$ cat config.mk
export PLATFORM = sky130hd
export DESIGN_NAME = instruction_core
export DESIGN_NICKNAME = d
export VERILOG_FILES = /design/src/instruction_core.v /design/src/alu8.v
export VERILOG_INCLUDE_DIRS = /design/src
export SDC_FILE = /design/constraint.sdc
export NUM_CORES = 1
export LEC_CHECK = 0
export ABC_AREA = 1
export BUFFER_PORTS_ARGS = -buffer_cell sky130_fd_sc_hd__buf_4
export CAP_MARGIN = 15
export CORE_UTILIZATION = 50
export DETAILED_ROUTE_END_ITERATION = 10
export PLACE_DENSITY = 0.69
export RECOVER_POWER = 25
export SKIP_CTS_REPAIR_TIMING = 1
export SYNTH_ARGS = -nofsm -noshare
export SYNTH_HDL_FRONTEND = slang
export SYNTH_HIERARCHICAL = 1
export SYNTH_SLANG_ARGS = --single-unit
$ cat constraint.sdc
create_clock -name clock -period 14.2 [get_ports clock]
set_clock_uncertainty 0.15 [all_clocks]
set_input_delay 2.84 -clock clock [delete_from_list [all_inputs] [get_ports clock]]
set_output_delay 2.84 -clock clock [all_outputs]
set_load 0.01 [all_outputs]
$ cat src/core_defines.vh
// Constants for the 8-bit instruction core: opcode fields, ALU codes, cycles, addresses
// Assumes inclusion by core and ALU files; definitions only
//
// Behaviour
// [RQ1] Decode forty basic operations over nine addressing modes in six classes.
// [RQ2] Load/store moves a byte with accumulator in 4 cycles; zero updated, carry kept.
// [RQ3] Immediate load writes a byte to any data address, 3 bytes, no flags.
// [RQ4] Add, and, compare, subtract use accumulator; 4 cycles; zero and carry updated.
// [RQ5] Clear, inc, dec reach any address; inc/dec zero only; clear A both flags.
// [RQ6] Complement, rotate through carry, shift left act on accumulator; both flags.
// [RQ7] Flag branches are one byte, 2 cycles, reach -15..+16, no flags.
// [RQ8] Bit-test branches are three bytes, 5 cycles; tested bit goes to carry.
// [RQ9] Bit-test displacement is signed 8-bit, reach -126..+129 from the instruction.
// [RQ10] Bit set/clear changes one selected bit of any byte; 2 bytes, 4 cycles.
// [RQ11] Nop, return, stop, wait take 2 cycles; interrupt return restores both flags.
// [RQ12] Jump and call carry a 12-bit target covering all program space.
// [RQ13] Lengths: short/indirect 1, direct/acc-immediate 2, memory-immediate 3 bytes.
// [RQ14] Branch goes to target only when condition holds, else next instruction.
// [RQ15] With watchdog selected, stop is replaced by wait.
// [RQ16] Return addresses sit in a six-entry 12-bit hardware stack.
// [RQ17] Short branch opcode: 3-bit condition, direction bit, 4-bit span; code decodes a 2-bit condition from opcode[6:5] with opcode[7] clear.
// [RQ18] Zero flag set when the 8-bit result is zero, cleared otherwise.
`ifndef CORE_DEFINES_VH
`define CORE_DEFINES_VH

////////////////////////////////////////////////////////////////////////////////
// Opcode classes, opcode[7:5]
`define GRP_JUMP      3'h4
`define GRP_BIT       3'h5
`define GRP_ALU       3'h6
`define GRP_SHORT     3'h7

// Short branch conditions, opcode[6:5]
`define COND_ZERO_CLEAR  2'h0
`define COND_ZERO_SET    2'h1
`define COND_CARRY_CLEAR 2'h2
`define COND_CARRY_SET   2'h3

// Operand modes in the ALU class, opcode[1:0]
`define MODE_IND_X    2'h0
`define MODE_IND_Y    2'h1
`define MODE_DIRECT   2'h2
`define MODE_IMM      2'h3

// ALU class operations, opcode[4:2]
`define AOP_LOAD      3'h0
`define AOP_ADD       3'h1
`define AOP_AND       3'h2
`define AOP_CMP       3'h3
`define AOP_SUB       3'h4
`define AOP_STORE     3'h5
`define AOP_INC       3'h6
`define AOP_DEC       3'h7

// Short class sub-groups, opcode[4:2]
`define SOP_LOAD      3'h0
`define SOP_STORE     3'h1
`define SOP_INC       3'h2
`define SOP_DEC       3'h3
`define SOP_ACC       3'h4
`define SOP_CTRL      3'h5
`define SOP_MISC      3'h6

////////////////////////////////////////////////////////////////////////////////
// ALU function select
`define ALU_PASS      4'h0
`define ALU_ADD       4'h1
`define ALU_AND       4'h2
`define ALU_SUB       4'h3
`define ALU_INC       4'h4
`define ALU_DEC       4'h5
`define ALU_COM       4'h6
`define ALU_RLC       4'h7
`define ALU_SLA       4'h8
`define ALU_CLR       4'h9

////////////////////////////////////////////////////////////////////////////////
// Cycle counts and addresses
`define CYC_SHORT     3'h2
`define CYC_NORMAL    3'h4
`define CYC_BIT_TEST  3'h5
`define SHORT_BASE    6'h20
`define RESET_PC      12'h000
`define STACK_DEPTH   6

`endif

$ cat src/instruction_core.v
// Instruction sequencer and execution for the 8-bit core
// Assumes asynchronous program memory and data space read in the same cycle
`timescale 1ns/1ps
`include "core_defines.vh"

module instruction_core #(
  parameter DEPTH = `STACK_DEPTH
) (
  input  wire        clock,
  input  wire        reset_n,
  output wire [11:0] prog_addr,
  input  wire [7:0]  prog_data,
  output reg  [7:0]  data_addr,
  input  wire [7:0]  data_rdata,
  output reg  [7:0]  data_wdata,
  output wire        data_we,
  input  wire        watchdog_on,
  input  wire        wake,
  output reg  [7:0]  acc_value,
  output reg         zero_flag,
  output reg         carry_flag,
  output wire        waiting,
  output wire        stopped
);

  localparam RUN  = 2'h0;
  localparam WAIT = 2'h1;
  localparam STOP = 2'h2;

  ////////////////////////////////////////////////////////////////////////////
  // State
  reg [1:0]  state;
  reg [2:0]  step;
  reg [11:0] pc;
  reg [7:0]  opcode;
  reg [7:0]  byte2;
  reg [7:0]  byte3;
  reg [7:0]  pointer;
  reg [2:0]  sp;
  reg [13:0] stack [0:DEPTH-1];

  ////////////////////////////////////////////////////////////////////////////
  // Decode
  reg [2:0]  cycles;
  reg [1:0]  len;
  reg [3:0]  func;
  reg [1:0]  b_src;
  reg        addr_ptr;
  reg        addr_short;
  reg        wr_mem;
  reg        wr_acc;
  reg        upd_z;
  reg        upd_c;
  reg        bit_write;
  reg        bit_test;
  reg        is_branch;
  reg        is_jump;
  reg        is_call;
  reg        is_ret;
  reg        is_interrupt_return_op;
  reg        is_stop;
  reg        is_wait;

  wire [2:0] grp  = opcode[7:5];
  wire [2:0] sub  = opcode[4:2];
  wire [1:0] mode = opcode[1:0];

  always @* begin
    cycles     = `CYC_NORMAL;
    len        = 2'd1;
    func       = `ALU_PASS;
    b_src      = 2'd0;
    addr_ptr   = 1'b0;
    addr_short = 1'b0;
    wr_mem     = 1'b0;
    wr_acc     = 1'b0;
    upd_z      = 1'b0;
    upd_c      = 1'b0;
    bit_write  = 1'b0;
    bit_test   = 1'b0;
    is_branch  = 1'b0;
    is_jump    = 1'b0;
    is_call    = 1'b0;
    is_ret     = 1'b0;
    is_interrupt_return_op    = 1'b0;
    is_stop    = 1'b0;
    is_wait    = 1'b0;
    if (!grp[2]) begin
      cycles    = `CYC_SHORT; // RQ7
      is_branch = 1'b1; // RQ17
    end else if (grp == `GRP_JUMP) begin
      len     = 2'd2;
      is_jump = 1'b1; // RQ12
      is_call = opcode[4];
    end else if (grp == `GRP_BIT) begin
      if (opcode[4]) begin
        cycles   = `CYC_BIT_TEST; // RQ8
        len      = 2'd3;
        bit_test = 1'b1;
      end else begin
        len       = 2'd2; // RQ10
        bit_write = 1'b1;
        wr_mem    = 1'b1;
      end
    end else if (grp == `GRP_ALU) begin
      addr_ptr = (mode == `MODE_IND_X) || (mode == `MODE_IND_Y);
      len      = addr_ptr ? 2'd1 : 2'd2; // RQ13
      b_src    = (mode == `MODE_IMM) ? 2'd1 : 2'd0;
      upd_z    = 1'b1;
      case (sub)
        `AOP_LOAD: wr_acc = 1'b1; // RQ2
        `AOP_ADD: begin
          func   = `ALU_ADD;
          wr_acc = 1'b1;
          upd_c  = 1'b1; // RQ4
        end
        `AOP_AND: begin
          func   = `ALU_AND;
          wr_acc = 1'b1;
          upd_c  = 1'b1;
        end
        `AOP_CMP: begin
          func  = `ALU_SUB;
          upd_c = 1'b1;
        end
        `AOP_SUB: begin
          func   = `ALU_SUB;
          wr_acc = 1'b1;
          upd_c  = 1'b1;
        end
        `AOP_STORE: begin
          wr_mem = 1'b1;
          if (mode == `MODE_IMM) begin
            len   = 2'd3; // RQ3
            b_src = 2'd3;
            upd_z = 1'b0;
          end else begin
            b_src = 2'd2; // RQ2
          end
        end
        default: begin
          func   = (sub == `AOP_INC) ? `ALU_INC : `ALU_DEC;
          wr_mem = (mode != `MODE_IMM); // RQ5
          upd_z  = (mode != `MODE_IMM);
        end
      endcase
    end else begin
      addr_short = 1'b1; // RQ13
      case (sub)
        `SOP_LOAD: begin
          wr_acc = 1'b1;
          upd_z  = 1'b1;
        end
        `SOP_STORE: begin
          b_src  = 2'd2;
          wr_mem = 1'b1;
          upd_z  = 1'b1;
        end
        `SOP_INC, `SOP_DEC: begin
          func   = (sub == `SOP_INC) ? `ALU_INC : `ALU_DEC;
          wr_mem = 1'b1;
          upd_z  = 1'b1; // RQ5
        end
        `SOP_ACC: begin
          wr_acc = 1'b1;
          upd_z  = 1'b1;
          upd_c  = 1'b1; // RQ6
          case (mode)
            2'd0: func = `ALU_COM;
            2'd1: func = `ALU_RLC;
            2'd2: begin
              func = `ALU_SLA;
              len  = 2'd2;
            end
            default: begin
              func = `ALU_CLR; // RQ5
              len  = 2'd2;
            end
          endcase
        end
        `SOP_CTRL: begin
          cycles  = `CYC_SHORT; // RQ11
          is_ret  = (mode == 2'd1) || (mode == 2'd2);
          is_interrupt_return_op = (mode == 2'd2);
          is_stop = (mode == 2'd3);
        end
        `SOP_MISC: begin
          case (mode)
            2'd0: begin
              cycles  = `CYC_SHORT;
              is_wait = 1'b1;
            end
            2'd1, 2'd2: begin
              len    = 2'd2;
              b_src  = 2'd2;
              func   = (mode == 2'd1) ? `ALU_INC : `ALU_DEC;
              wr_acc = 1'b1;
              upd_z  = 1'b1; // RQ5
            end
            default: begin
              len        = 2'd3;
              func       = `ALU_CLR;
              wr_mem     = 1'b1;
              addr_short = 1'b0; // RQ5
            end
          endcase
        end
        default: cycles = `CYC_SHORT;
      endcase
    end
  end // RQ1

  ////////////////////////////////////////////////////////////////////////////
  // Operands and ALU
  wire        last = (state == RUN) && (step != 3'd0) && (step == cycles - 3'd1);
  wire [2:0]  bsel = opcode[2:0];
  reg  [7:0]  b_val;
  wire [7:0]  alu_out;
  wire        alu_carry;
  wire        alu_zero;
  wire        tested = data_rdata[bsel];

  always @* begin
    case (b_src)
      2'd0:    b_val = data_rdata;
      2'd1:    b_val = byte2;
      2'd2:    b_val = acc_value;
      default: b_val = byte3;
    endcase
  end

  always @* begin
    if (step == 3'd1 && addr_ptr)
      data_addr = {7'h40, mode[0]};
    else if (addr_short)
      data_addr = {`SHORT_BASE, mode};
    else if (addr_ptr)
      data_addr = pointer;
    else
      data_addr = byte2;
  end

  always @* begin
    if (bit_write)
      data_wdata = opcode[3] ? (data_rdata | (8'h01 << bsel))
                             : (data_rdata & ~(8'h01 << bsel)); // RQ10
    else
      data_wdata = alu_out;
  end

  assign data_we   = last && wr_mem;
  assign prog_addr = pc + {9'h000, step};
  assign waiting   = (state == WAIT);
  assign stopped   = (state == STOP);

  alu8 u_alu (
    .func      (func),
    .a         (acc_value),
    .b         (b_val),
    .carry_in  (carry_flag),
    .result    (alu_out),
    .carry_out (alu_carry),
    .zero      (alu_zero)
  );

  ////////////////////////////////////////////////////////////////////////////
  // Next program counter
  reg        taken;
  reg [11:0] next_pc;

  always @* begin
    taken   = 1'b0;
    next_pc = pc + {10'h000, len};
    if (is_branch) begin
      case (grp[1:0])
        `COND_ZERO_CLEAR:  taken = !zero_flag;
        `COND_ZERO_SET:    taken = zero_flag;
        `COND_CARRY_CLEAR: taken = !carry_flag;
        default:           taken = carry_flag;
      endcase
      if (taken)
        next_pc = opcode[4] ? pc - {8'h00, opcode[3:0]}
                            : pc + {8'h00, opcode[3:0]} + 12'h001; // RQ14
    end else if (bit_test) begin
      if (tested == opcode[3])
        next_pc = pc + 12'h002 + {{4{byte3[7]}}, byte3}; // RQ9
    end else if (is_jump) begin
      next_pc = {opcode[3:0], byte2}; // RQ12
    end else if (is_ret) begin
      next_pc = stack[sp - 3'd1][11:0];
    end
  end

  ////////////////////////////////////////////////////////////////////////////
  // Sequencer
  always @(posedge clock or negedge reset_n) begin
    if (!reset_n) begin
      state      <= RUN;
      step       <= 3'd0;
      pc         <= `RESET_PC;
      opcode     <= 8'h00;
      byte2      <= 8'h00;
      byte3      <= 8'h00;
      pointer    <= 8'h00;
      sp         <= 3'd0;
      acc_value  <= 8'h00;
      zero_flag  <= 1'b0;
      carry_flag <= 1'b0;
    end else if (state != RUN) begin
      if (wake)
        state <= RUN;
    end else if (last) begin
      step <= 3'd0;
      pc   <= next_pc;
      if (wr_acc)
        acc_value <= alu_out; // RQ2
      if (upd_z)
        zero_flag <= alu_zero; // RQ18
      if (upd_c)
        carry_flag <= alu_carry;
      if (bit_test)
        carry_flag <= tested; // RQ8
      if (is_call) begin
        stack[(sp == DEPTH) ? sp - 3'd1 : sp] <= {zero_flag, carry_flag, pc + 12'h002}; // RQ16
        if (sp != DEPTH)
          sp <= sp + 3'd1;
      end
      if (is_ret && sp != 3'd0)
        sp <= sp - 3'd1;
      if (is_interrupt_return_op) begin
        zero_flag  <= stack[sp - 3'd1][13]; // RQ11
        carry_flag <= stack[sp - 3'd1][12];
      end
      if (is_wait || (is_stop && watchdog_on))
        state <= WAIT; // RQ15
      else if (is_stop)
        state <= STOP;
    end else begin
      step <= step + 3'd1;
      case (step)
        3'd0: opcode <= prog_data;
        3'd1: begin
          byte2 <= prog_data;
          if (addr_ptr)
            pointer <= data_rdata;
        end
        3'd2: byte3 <= prog_data;
        default: byte3 <= byte3;
      endcase
    end
  end

endmodule

$ cat src/alu8.v
// Eight-bit ALU for the instruction core
// Assumes function codes from core_defines.vh; purely combinational
`timescale 1ns/1ps
`include "core_defines.vh"

module alu8 (
  input  wire [3:0] func,
  input  wire [7:0] a,
  input  wire [7:0] b,
  input  wire       carry_in,
  output reg  [7:0] result,
  output reg        carry_out,
  output wire       zero
);

  reg [8:0] wide;

  always @* begin
    wide      = 9'h000;
    result    = b;
    carry_out = carry_in;
    case (func)
      `ALU_ADD: begin
        wide      = {1'b0, a} + {1'b0, b};
        result    = wide[7:0];
        carry_out = wide[8]; // RQ4
      end
      `ALU_AND: begin
        result    = a & b;
        carry_out = 1'b0;
      end
      `ALU_SUB: begin
        result    = a - b;
        carry_out = (a < b); // RQ4
      end
      `ALU_INC: result = b + 8'h01;
      `ALU_DEC: result = b - 8'h01;
      `ALU_COM: begin
        result    = ~a;
        carry_out = a[7]; // RQ6
      end
      `ALU_RLC: begin
        result    = {a[6:0], carry_in};
        carry_out = a[7]; // RQ6
      end
      `ALU_SLA: begin
        result    = {a[6:0], 1'b0};
        carry_out = a[7]; // RQ6
      end
      `ALU_CLR: begin
        result    = 8'h00;
        carry_out = 1'b0; // RQ5
      end
      default: result = b;
    endcase
  end

  assign zero = (result == 8'h00); // RQ18

endmodule

==> results of run 1 <==
placed cells by master (no fill, tap or decap), drive strengths merged, types with 2 or more instances in the layout:
cell      instances
ha               59
a21oi            62
nand4            22
nand2           471
nand3           149
xor2             34
inv             185
a211oi            7
dfrtp            62
buf              71
o21ai           150
o22ai            13
o211ai           18
a21boi            4
a41oi             2
fa                7
o2111ai           8
clkbuf           17
a31oi            13
edfxtp           84
or2               9
o211a             2
clkinvlp          2
clkinv            9
a21o              2
nand3b            6
nor4              2
o31ai             2
xnor2             5
o21bai            4
nor2            154
nor3             11
layout make-up:
class | count | area (sq um) | area share
tap | 285 | 357 | 0.0278
multi-input combinational | 1219 | 6570 | 0.512
timing repair buffer | 71 | 533 | 0.0415
clock buffer | 17 | 425 | 0.0331
clock inverter | 15 | 193 | 0.0150
sequential | 146 | 4070 | 0.317
inverter | 182 | 688 | 0.0536
layer usage:
| metal | global-route usage | wire length, microns | vias to the layer above |
|---|---|---|---|
| li1 | - | - | 5412 |
| met1 | 0.404 | 15400 | 5221 |
| met2 | 0.511 | 16800 | 502 |
| met3 | 0.0493 | 2780 | 70 |
| met4 | 0.105 | 1040 | 0 |
| met5 | 0 | 0 | - |
critical path, delay by kind of cell:
family                   cells  cell delay [ns]
AND/OR/NAND/NOR             11             0.89
buffers and inverters        5             0.84
AO/OA/AOI/OAI                3             0.51
adder cells (fa/ha/maj)      1             0.44
cell families after synthesis:
group                      synth area share
AOI/OAI and AO/OA                     0.143
xor gates and xnor gates             0.0301
adders and majority gates            0.0758
buffers and inverters                0.0823
DFF                                   0.351
and+or+nand+nor                       0.317
final timing paths:
path                                 end  cells after the start          start  slack [ns]
max                        data_wdata[7]                     20  data_rdata[2]        5.66
min                             byte2[6]                      2       byte2[6]        0.35
max reg2reg                   carry_flag                     23      opcode[1]        8.73
min reg2reg                     byte2[6]                      2       byte2[6]        0.35
max in group asynchronous   acc_value[3]                      2        reset_n       10.70
min in group asynchronous          sp[1]                      1        reset_n        2.10
state kept, by name (all words and copies together) (netlist names), 2 cells and up:
signal	count
stack	84
pc	12
acc_value	8
byte2	8
byte3	8
opcode	8
pointer	8
sp	3
step	3
state	2
stage by stage:
step	hold WS, ns	setup slack, ns	total power [mW]	cells	utilization
after floorplan	0.309	6.30	2.15	1601	-
after global routing	0.370	5.27	3.52	1935	0.565
final	0.349	5.66	3.26	1935	0.565
after CTS	0.350	5.69	3.23	1935	0.565
after global placement	0.325	5.75	2.74	1903	0.538
after detailed placement	0.332	5.70	2.75	1903	0.538
power by group through the flow:
stage | Combinational [mW] | Clock (mW) | Sequential, mW
finish | 2.01 | 0.466 | 0.782
CTS | 1.99 | 0.471 | 0.771
floorplan | 1.49 | 0 | 0.664
global placement | 1.96 | 0 | 0.779
detailed placement | 1.98 | 0 | 0.779
global route | 2.25 | 0.488 | 0.789
==> results.py, run 1 <==
metrics = {
    "detailed_routing": {
        "firstDrtPassIters": 6,
        "drc_errors": 0,
        "drtIter0Drc": 970,
        "antenna_left": 0,
        "wl_per_cell_microns": 18.6,
        "via_per_inst": 5.79,
        "dr_total_vias": 11200,
        "drt-total-wl_microns": 36000,
    },
    "grt": {
        "grt_pass1_vias": 10400,
        "antenna_found_initial": 0,
        "grt_max_degree": 60,
        "grt_use_total": 0.306,
        "grt_pass1_wl_microns": 56200,
        "grt_remaining_overflow": 0,
    },
    "layout": {
        "design_area_sq_um": 12800,
        "drive_gt1_frac": 0.107,
        "area_growth_pct": 10.7,
        "fin_nets": 1723,
        "antenna_cells": 0,
        "num-fill-cells": 2171,
    },
    "power_and_ir_drop": {
        "combPwrFrac": 0.617,
        "internal_power_mw": 1.52,
        "pwr-share-clk": 0.143,
        "powerDensity_nw_per_um2": 254,
        "p_leak_nw": 6.04,
        "irDropWorstVdd_uv": 174,
        "p_seq_frac": 0.240,
        "power_switching_mw": 1.74,
        "switching_share": 0.534,
    },
    "place": {
        "port-buffer-count": 60,
        "dp_hpwl_microns": 26600,
        "gp_congestion": 0.948,
        "placed_cell_area_sq_um": 12200,
    },
    "synth": {
        "ys_ff_latch": 146,
        "synth_async_sr_flop_share": 0.425,
        "synthTopCellsByCount": "450 x nand2_1, 168 x inv_1, 144 x nand3_1",
        "yosys.area.top_type": "edfxtp_1",
        "synth.distinct_cells": 55,
        "ys_top_cells_by_area": "edfxtp_1 22%, nand2_1 15%, dfrtp_1 13%, ha_1 6.4%, nand3_1 6.2%",
        "synthCells": 1601,
        "synth-edff-count": 84,
        "yosysSeqAreaShare": 0.351,
        "yosysMostFrequentCell": "nand2_1",
        "syn_nets": 1687,
        "avgSynthCellArea_sq_um": 7.24,
        "syn_area_sq_um": 11600,
        "yosysTopAreaCellShare": 0.218,
        "yosys_warnings": 6,
        "ys.flop_type": "edfxtp_1",
    },
    "sta": {
        "hold_violations": 0,
        "fin_crit_sh": 0.601,
        "fmax_mhz": 117,
        "min_period_ns": 8.54,
        "worst_pin_slew_ns": 1.28,
        "relSlewSlack": 0.145,
        "finalSetupTns_ns": 0,
        "rsz0062_at_grt": "no",
        "setup_viol": 0,
        "slew_viol_final": 0,
    },
    "floorplanning": {
        "core-area_sq_um": 22700,
        "num_io_pins": 61,
        "rows": 55,
        "fp.dieH_microns": 154,
        "dieArea_sq_um": 23800,
        "die_w_microns": 154,
        "start_util": 0.511,
    },
    "setup_path": {
        "worst_setup_path_end_kind": "primary output",
        "crit_slowest_cell": "ha_1",
        "cp_slowest_stage_delay_ns": 0.44,
        "crit_path_cell_trace": "buf_4 -> nand2_1 -> o2111ai_1 -> inv_1 -> ha_1 -> inv_1 -> a21oi_1 -> nand2_1 -> nand2_1 -> nor2_1 -> nand2_1 -> nand2_1 -> nand2_1 -> nand3_1 -> nand2_1 -> nor2_1 -> nand2_1 -> inv_1 -> o21ai_0 -> buf_4",
        "critPathMaxFanout": 8,
        "cp_data_required_time_ns": 11.21,
        "crit_path_frequent_cell": "nand2_1",
        "worst_setup_path_start_kind": "input pin",
        "setup.worst_path.class": "in2out",
        "cp.arrival_ns": 5.55,
    },
    "hold_path": {
        "hp-class": "reg2reg",
    },
    "cts": {
        "cts.clk_slew.worst_paths_ns": 0.07,
        "clock-sinks": 146,
        "clockBufferDepth": 2,
        "clk_latency_ns": 0.43,
        "cts_tree": "done",
        "numCtsBuffers": 17,
        "cts-root-buf": "clkbuf_16",
        "ctsHtreeMaxLevel": 4,
    },
    "flow_run": {
        "max_cap_violations": 0,
    },
    "outcome": {
        "status": "finished, final reports clean",
    },
}
Power figures use the tool's default switching activity.
==> run 2: changes to the inputs <==
- clock period: 14.2 -> 8.78 ns (I/O delays scaled with it)
==> results.py, run 2 (synthesized netlist as in run 1, its figures left out) <==
metrics = {
    "sta": {
        "min_period_ns": 7.22,
        "worst_pin_slew_ns": 2.03,
        "setup_viol": 0,
        "fin_crit_sh": 0.822,
        "slew_viol_final": 31,
        "rsz0062_at_grt": "no",
        "hold_violations": 0,
        "holdWs_ns": 0.344,
        "fmax_mhz": 139,
        "relSlewSlack": -0.356,
        "finalSetupTns_ns": 0,
        "setup_slack_ns": 1.56,
    },
    "flow_run": {
        "max_cap_violations": 1,
    },
    "grt": {
        "grt_use_met1": 0.426,
        "grt_use_met3": 0.0417,
        "grt_busiest_layer": "met2",
        "grt_use_met2": 0.521,
        "grt_pass1_vias": 10500,
        "grt_pass1_wl_microns": 58300,
        "grt_max_degree": 47,
        "antenna_found_initial": 0,
        "grt_remaining_overflow": 0,
        "grt_use_total": 0.316,
    },
    "cts": {
        "cts_tree": "done",
        "clk_latency_ns": 0.44,
        "clock-sinks": 146,
        "clockBufferDepth": 2,
        "cts-root-buf": "clkbuf_16",
        "ctsHtreeMaxLevel": 4,
        "cts.clk_slew.worst_paths_ns": 0.08,
        "numCtsBuffers": 17,
    },
    "floorplanning": {
        "fp.dieH_microns": 154,
        "rows": 55,
        "num_io_pins": 61,
        "dieArea_sq_um": 23800,
        "core-area_sq_um": 22700,
        "start_util": 0.511,
        "die_w_microns": 154,
    },
    "setup_path": {
        "r2r-start": "opcode[4]",
        "worst_setup_path_end_kind": "primary output",
        "critPathMaxFanout": 20,
        "r2r_slack_ns": 3.49,
        "reg2reg_to": "carry_flag",
        "cp_data_required_time_ns": 6.87,
        "cp.arrival_ns": 5.31,
        "setup.worst_path.class": "reg2out",
        "worst_setup_path_start_kind": "flop",
        "rr_worst_depth": 21,
    },
    "layout": {
        "utilization": 0.564,
        "area_growth_pct": 10.4,
        "final_cell_mix": "450 x nand2_1, 168 x inv_1, 144 x nand3_1",
        "antenna_cells": 0,
        "layout_commonest_cell": "nand2_1",
        "largest_reg_flops": 84,
        "num-fill-cells": 2227,
        "drive_gt1_frac": 0.106,
        "fin_nets": 1720,
        "biggestRegsByFlops": "stack: 84 flops, pc: 12 flops",
        "final_cells": 1932,
        "regMostFlops": "stack",
        "design_area_sq_um": 12800,
    },
    "detailed_routing": {
        "wl_per_cell_microns": 19.2,
        "antenna_left": 0,
        "dr_total_vias": 11300,
        "drc_errors": 0,
        "via_per_inst": 5.82,
        "drtIter0Drc": 1052,
        "drt-total-wl_microns": 37000,
        "firstDrtPassIters": 8,
    },
    "power_and_ir_drop": {
        "combPwrFrac": 0.619,
        "pwr-share-clk": 0.144,
        "p_leak_nw": 6.02,
        "internal_power_mw": 2.46,
        "powerDensity_nw_per_um2": 414,
        "irDropWorstVdd_uv": 223,
        "totalPowerFinal_mw": 5.29,
        "power_switching_mw": 2.84,
        "p_seq_frac": 0.237,
        "switching_share": 0.536,
    },
    "outcome": {
        "violations": "capacitance limit, slew limit",
        "status": "finished, violations left",
    },
    "place": {
        "dp_hpwl_microns": 27300,
        "dp.cells": 1900,
        "placed_cell_area_sq_um": 12200,
        "port-buffer-count": 60,
        "gp_congestion": 0.986,
        "pre_cts_ws_ns": 2.21,
    },
    "hold_path": {
        "hp-class": "reg2reg",
        "holdPathEnd": "pointer[7]",
        "hp-start": "pointer[7]",
        "holdPathStages": 2,
    },
}
==> run 2: cell count changes in the layout (fill, tap and decap cells not counted) <==
cell and change:
inv_8 +2, clkinvlp_2 +1, clkinvlp_4 -1, clkbuf_8 +1
clkinv_8 -3, clkbuf_1 +1, nor2_2 +2, buf_4 -4
nor2_1 -2
==> run 2: routing by layer <==
metal,routed length [microns],share of wire
met3,2410,0.065
met4,1130,0.031
met2,17100,0.46
met1,16400,0.44
met5,0,0
==> run 2: how the worst max path moves through the flow <==
stage | start | to | slack (ns) | depth (start not counted)
2_1_floorplan | opcode[1] | data_wdata[7] | 3.05 | 25
3_5_place_dp | opcode[4] | data_wdata[7] | 2.21 | 24
5_1_grt | opcode[1] | data_wdata[7] | 1.14 | 26
4_1_cts | opcode[4] | data_wdata[7] | 1.69 | 24
3_3_place_gp | opcode[4] | data_wdata[7] | 2.35 | 24
6_report | opcode[4] | data_wdata[7] | 1.56 | 24
==> run 2: area by class of cell <==
| type | instances | area, sq um | area share |
|---|---|---|---|
| timing repair buffer | 68 | 507 | 0.0396 |
| clock buffer | 18 | 439 | 0.0343 |
| clock inverter | 14 | 164 | 0.0128 |
| sequential | 146 | 4070 | 0.318 |
| inverter | 182 | 688 | 0.0538 |
| multi-input combinational | 1219 | 6570 | 0.513 |
| tap | 285 | 357 | 0.0279 |
==> run 2: power groups by stage <==
stage | registers, mW | logic, mW | clock network, mW
3_3_place_gp | 1.25 | 3.18 | 0
3_5_place_dp | 1.26 | 3.21 | 0
6_report | 1.25 | 3.28 | 0.763
5_1_grt | 1.27 | 3.64 | 0.785
4_1_cts | 1.24 | 3.24 | 0.767
2_1_floorplan | 1.07 | 2.41 | 0
==> run 2: worst max-delay path, stage by stage, from the launching register on <==
cell,delay [ns]
dfrtp_1,0.57
inv_1,0.69
nand3_1,0.19
nand3_1,0.14
nand2_1,0.14
nor2_1,0.42
nand2_1,0.10
o2111ai_1,0.36
inv_1,0.26
ha_1,0.44
inv_1,0.20
a21oi_1,0.12
nand2_1,0.07
nand2_1,0.07
nor2_1,0.19
nand2_1,0.10
nand2_1,0.07
nand2_1,0.05
nand3_1,0.08
nand2_1,0.06
nor2_1,0.13
nand2_1,0.07
inv_1,0.07
o21ai_0,0.09
buf_4,0.20
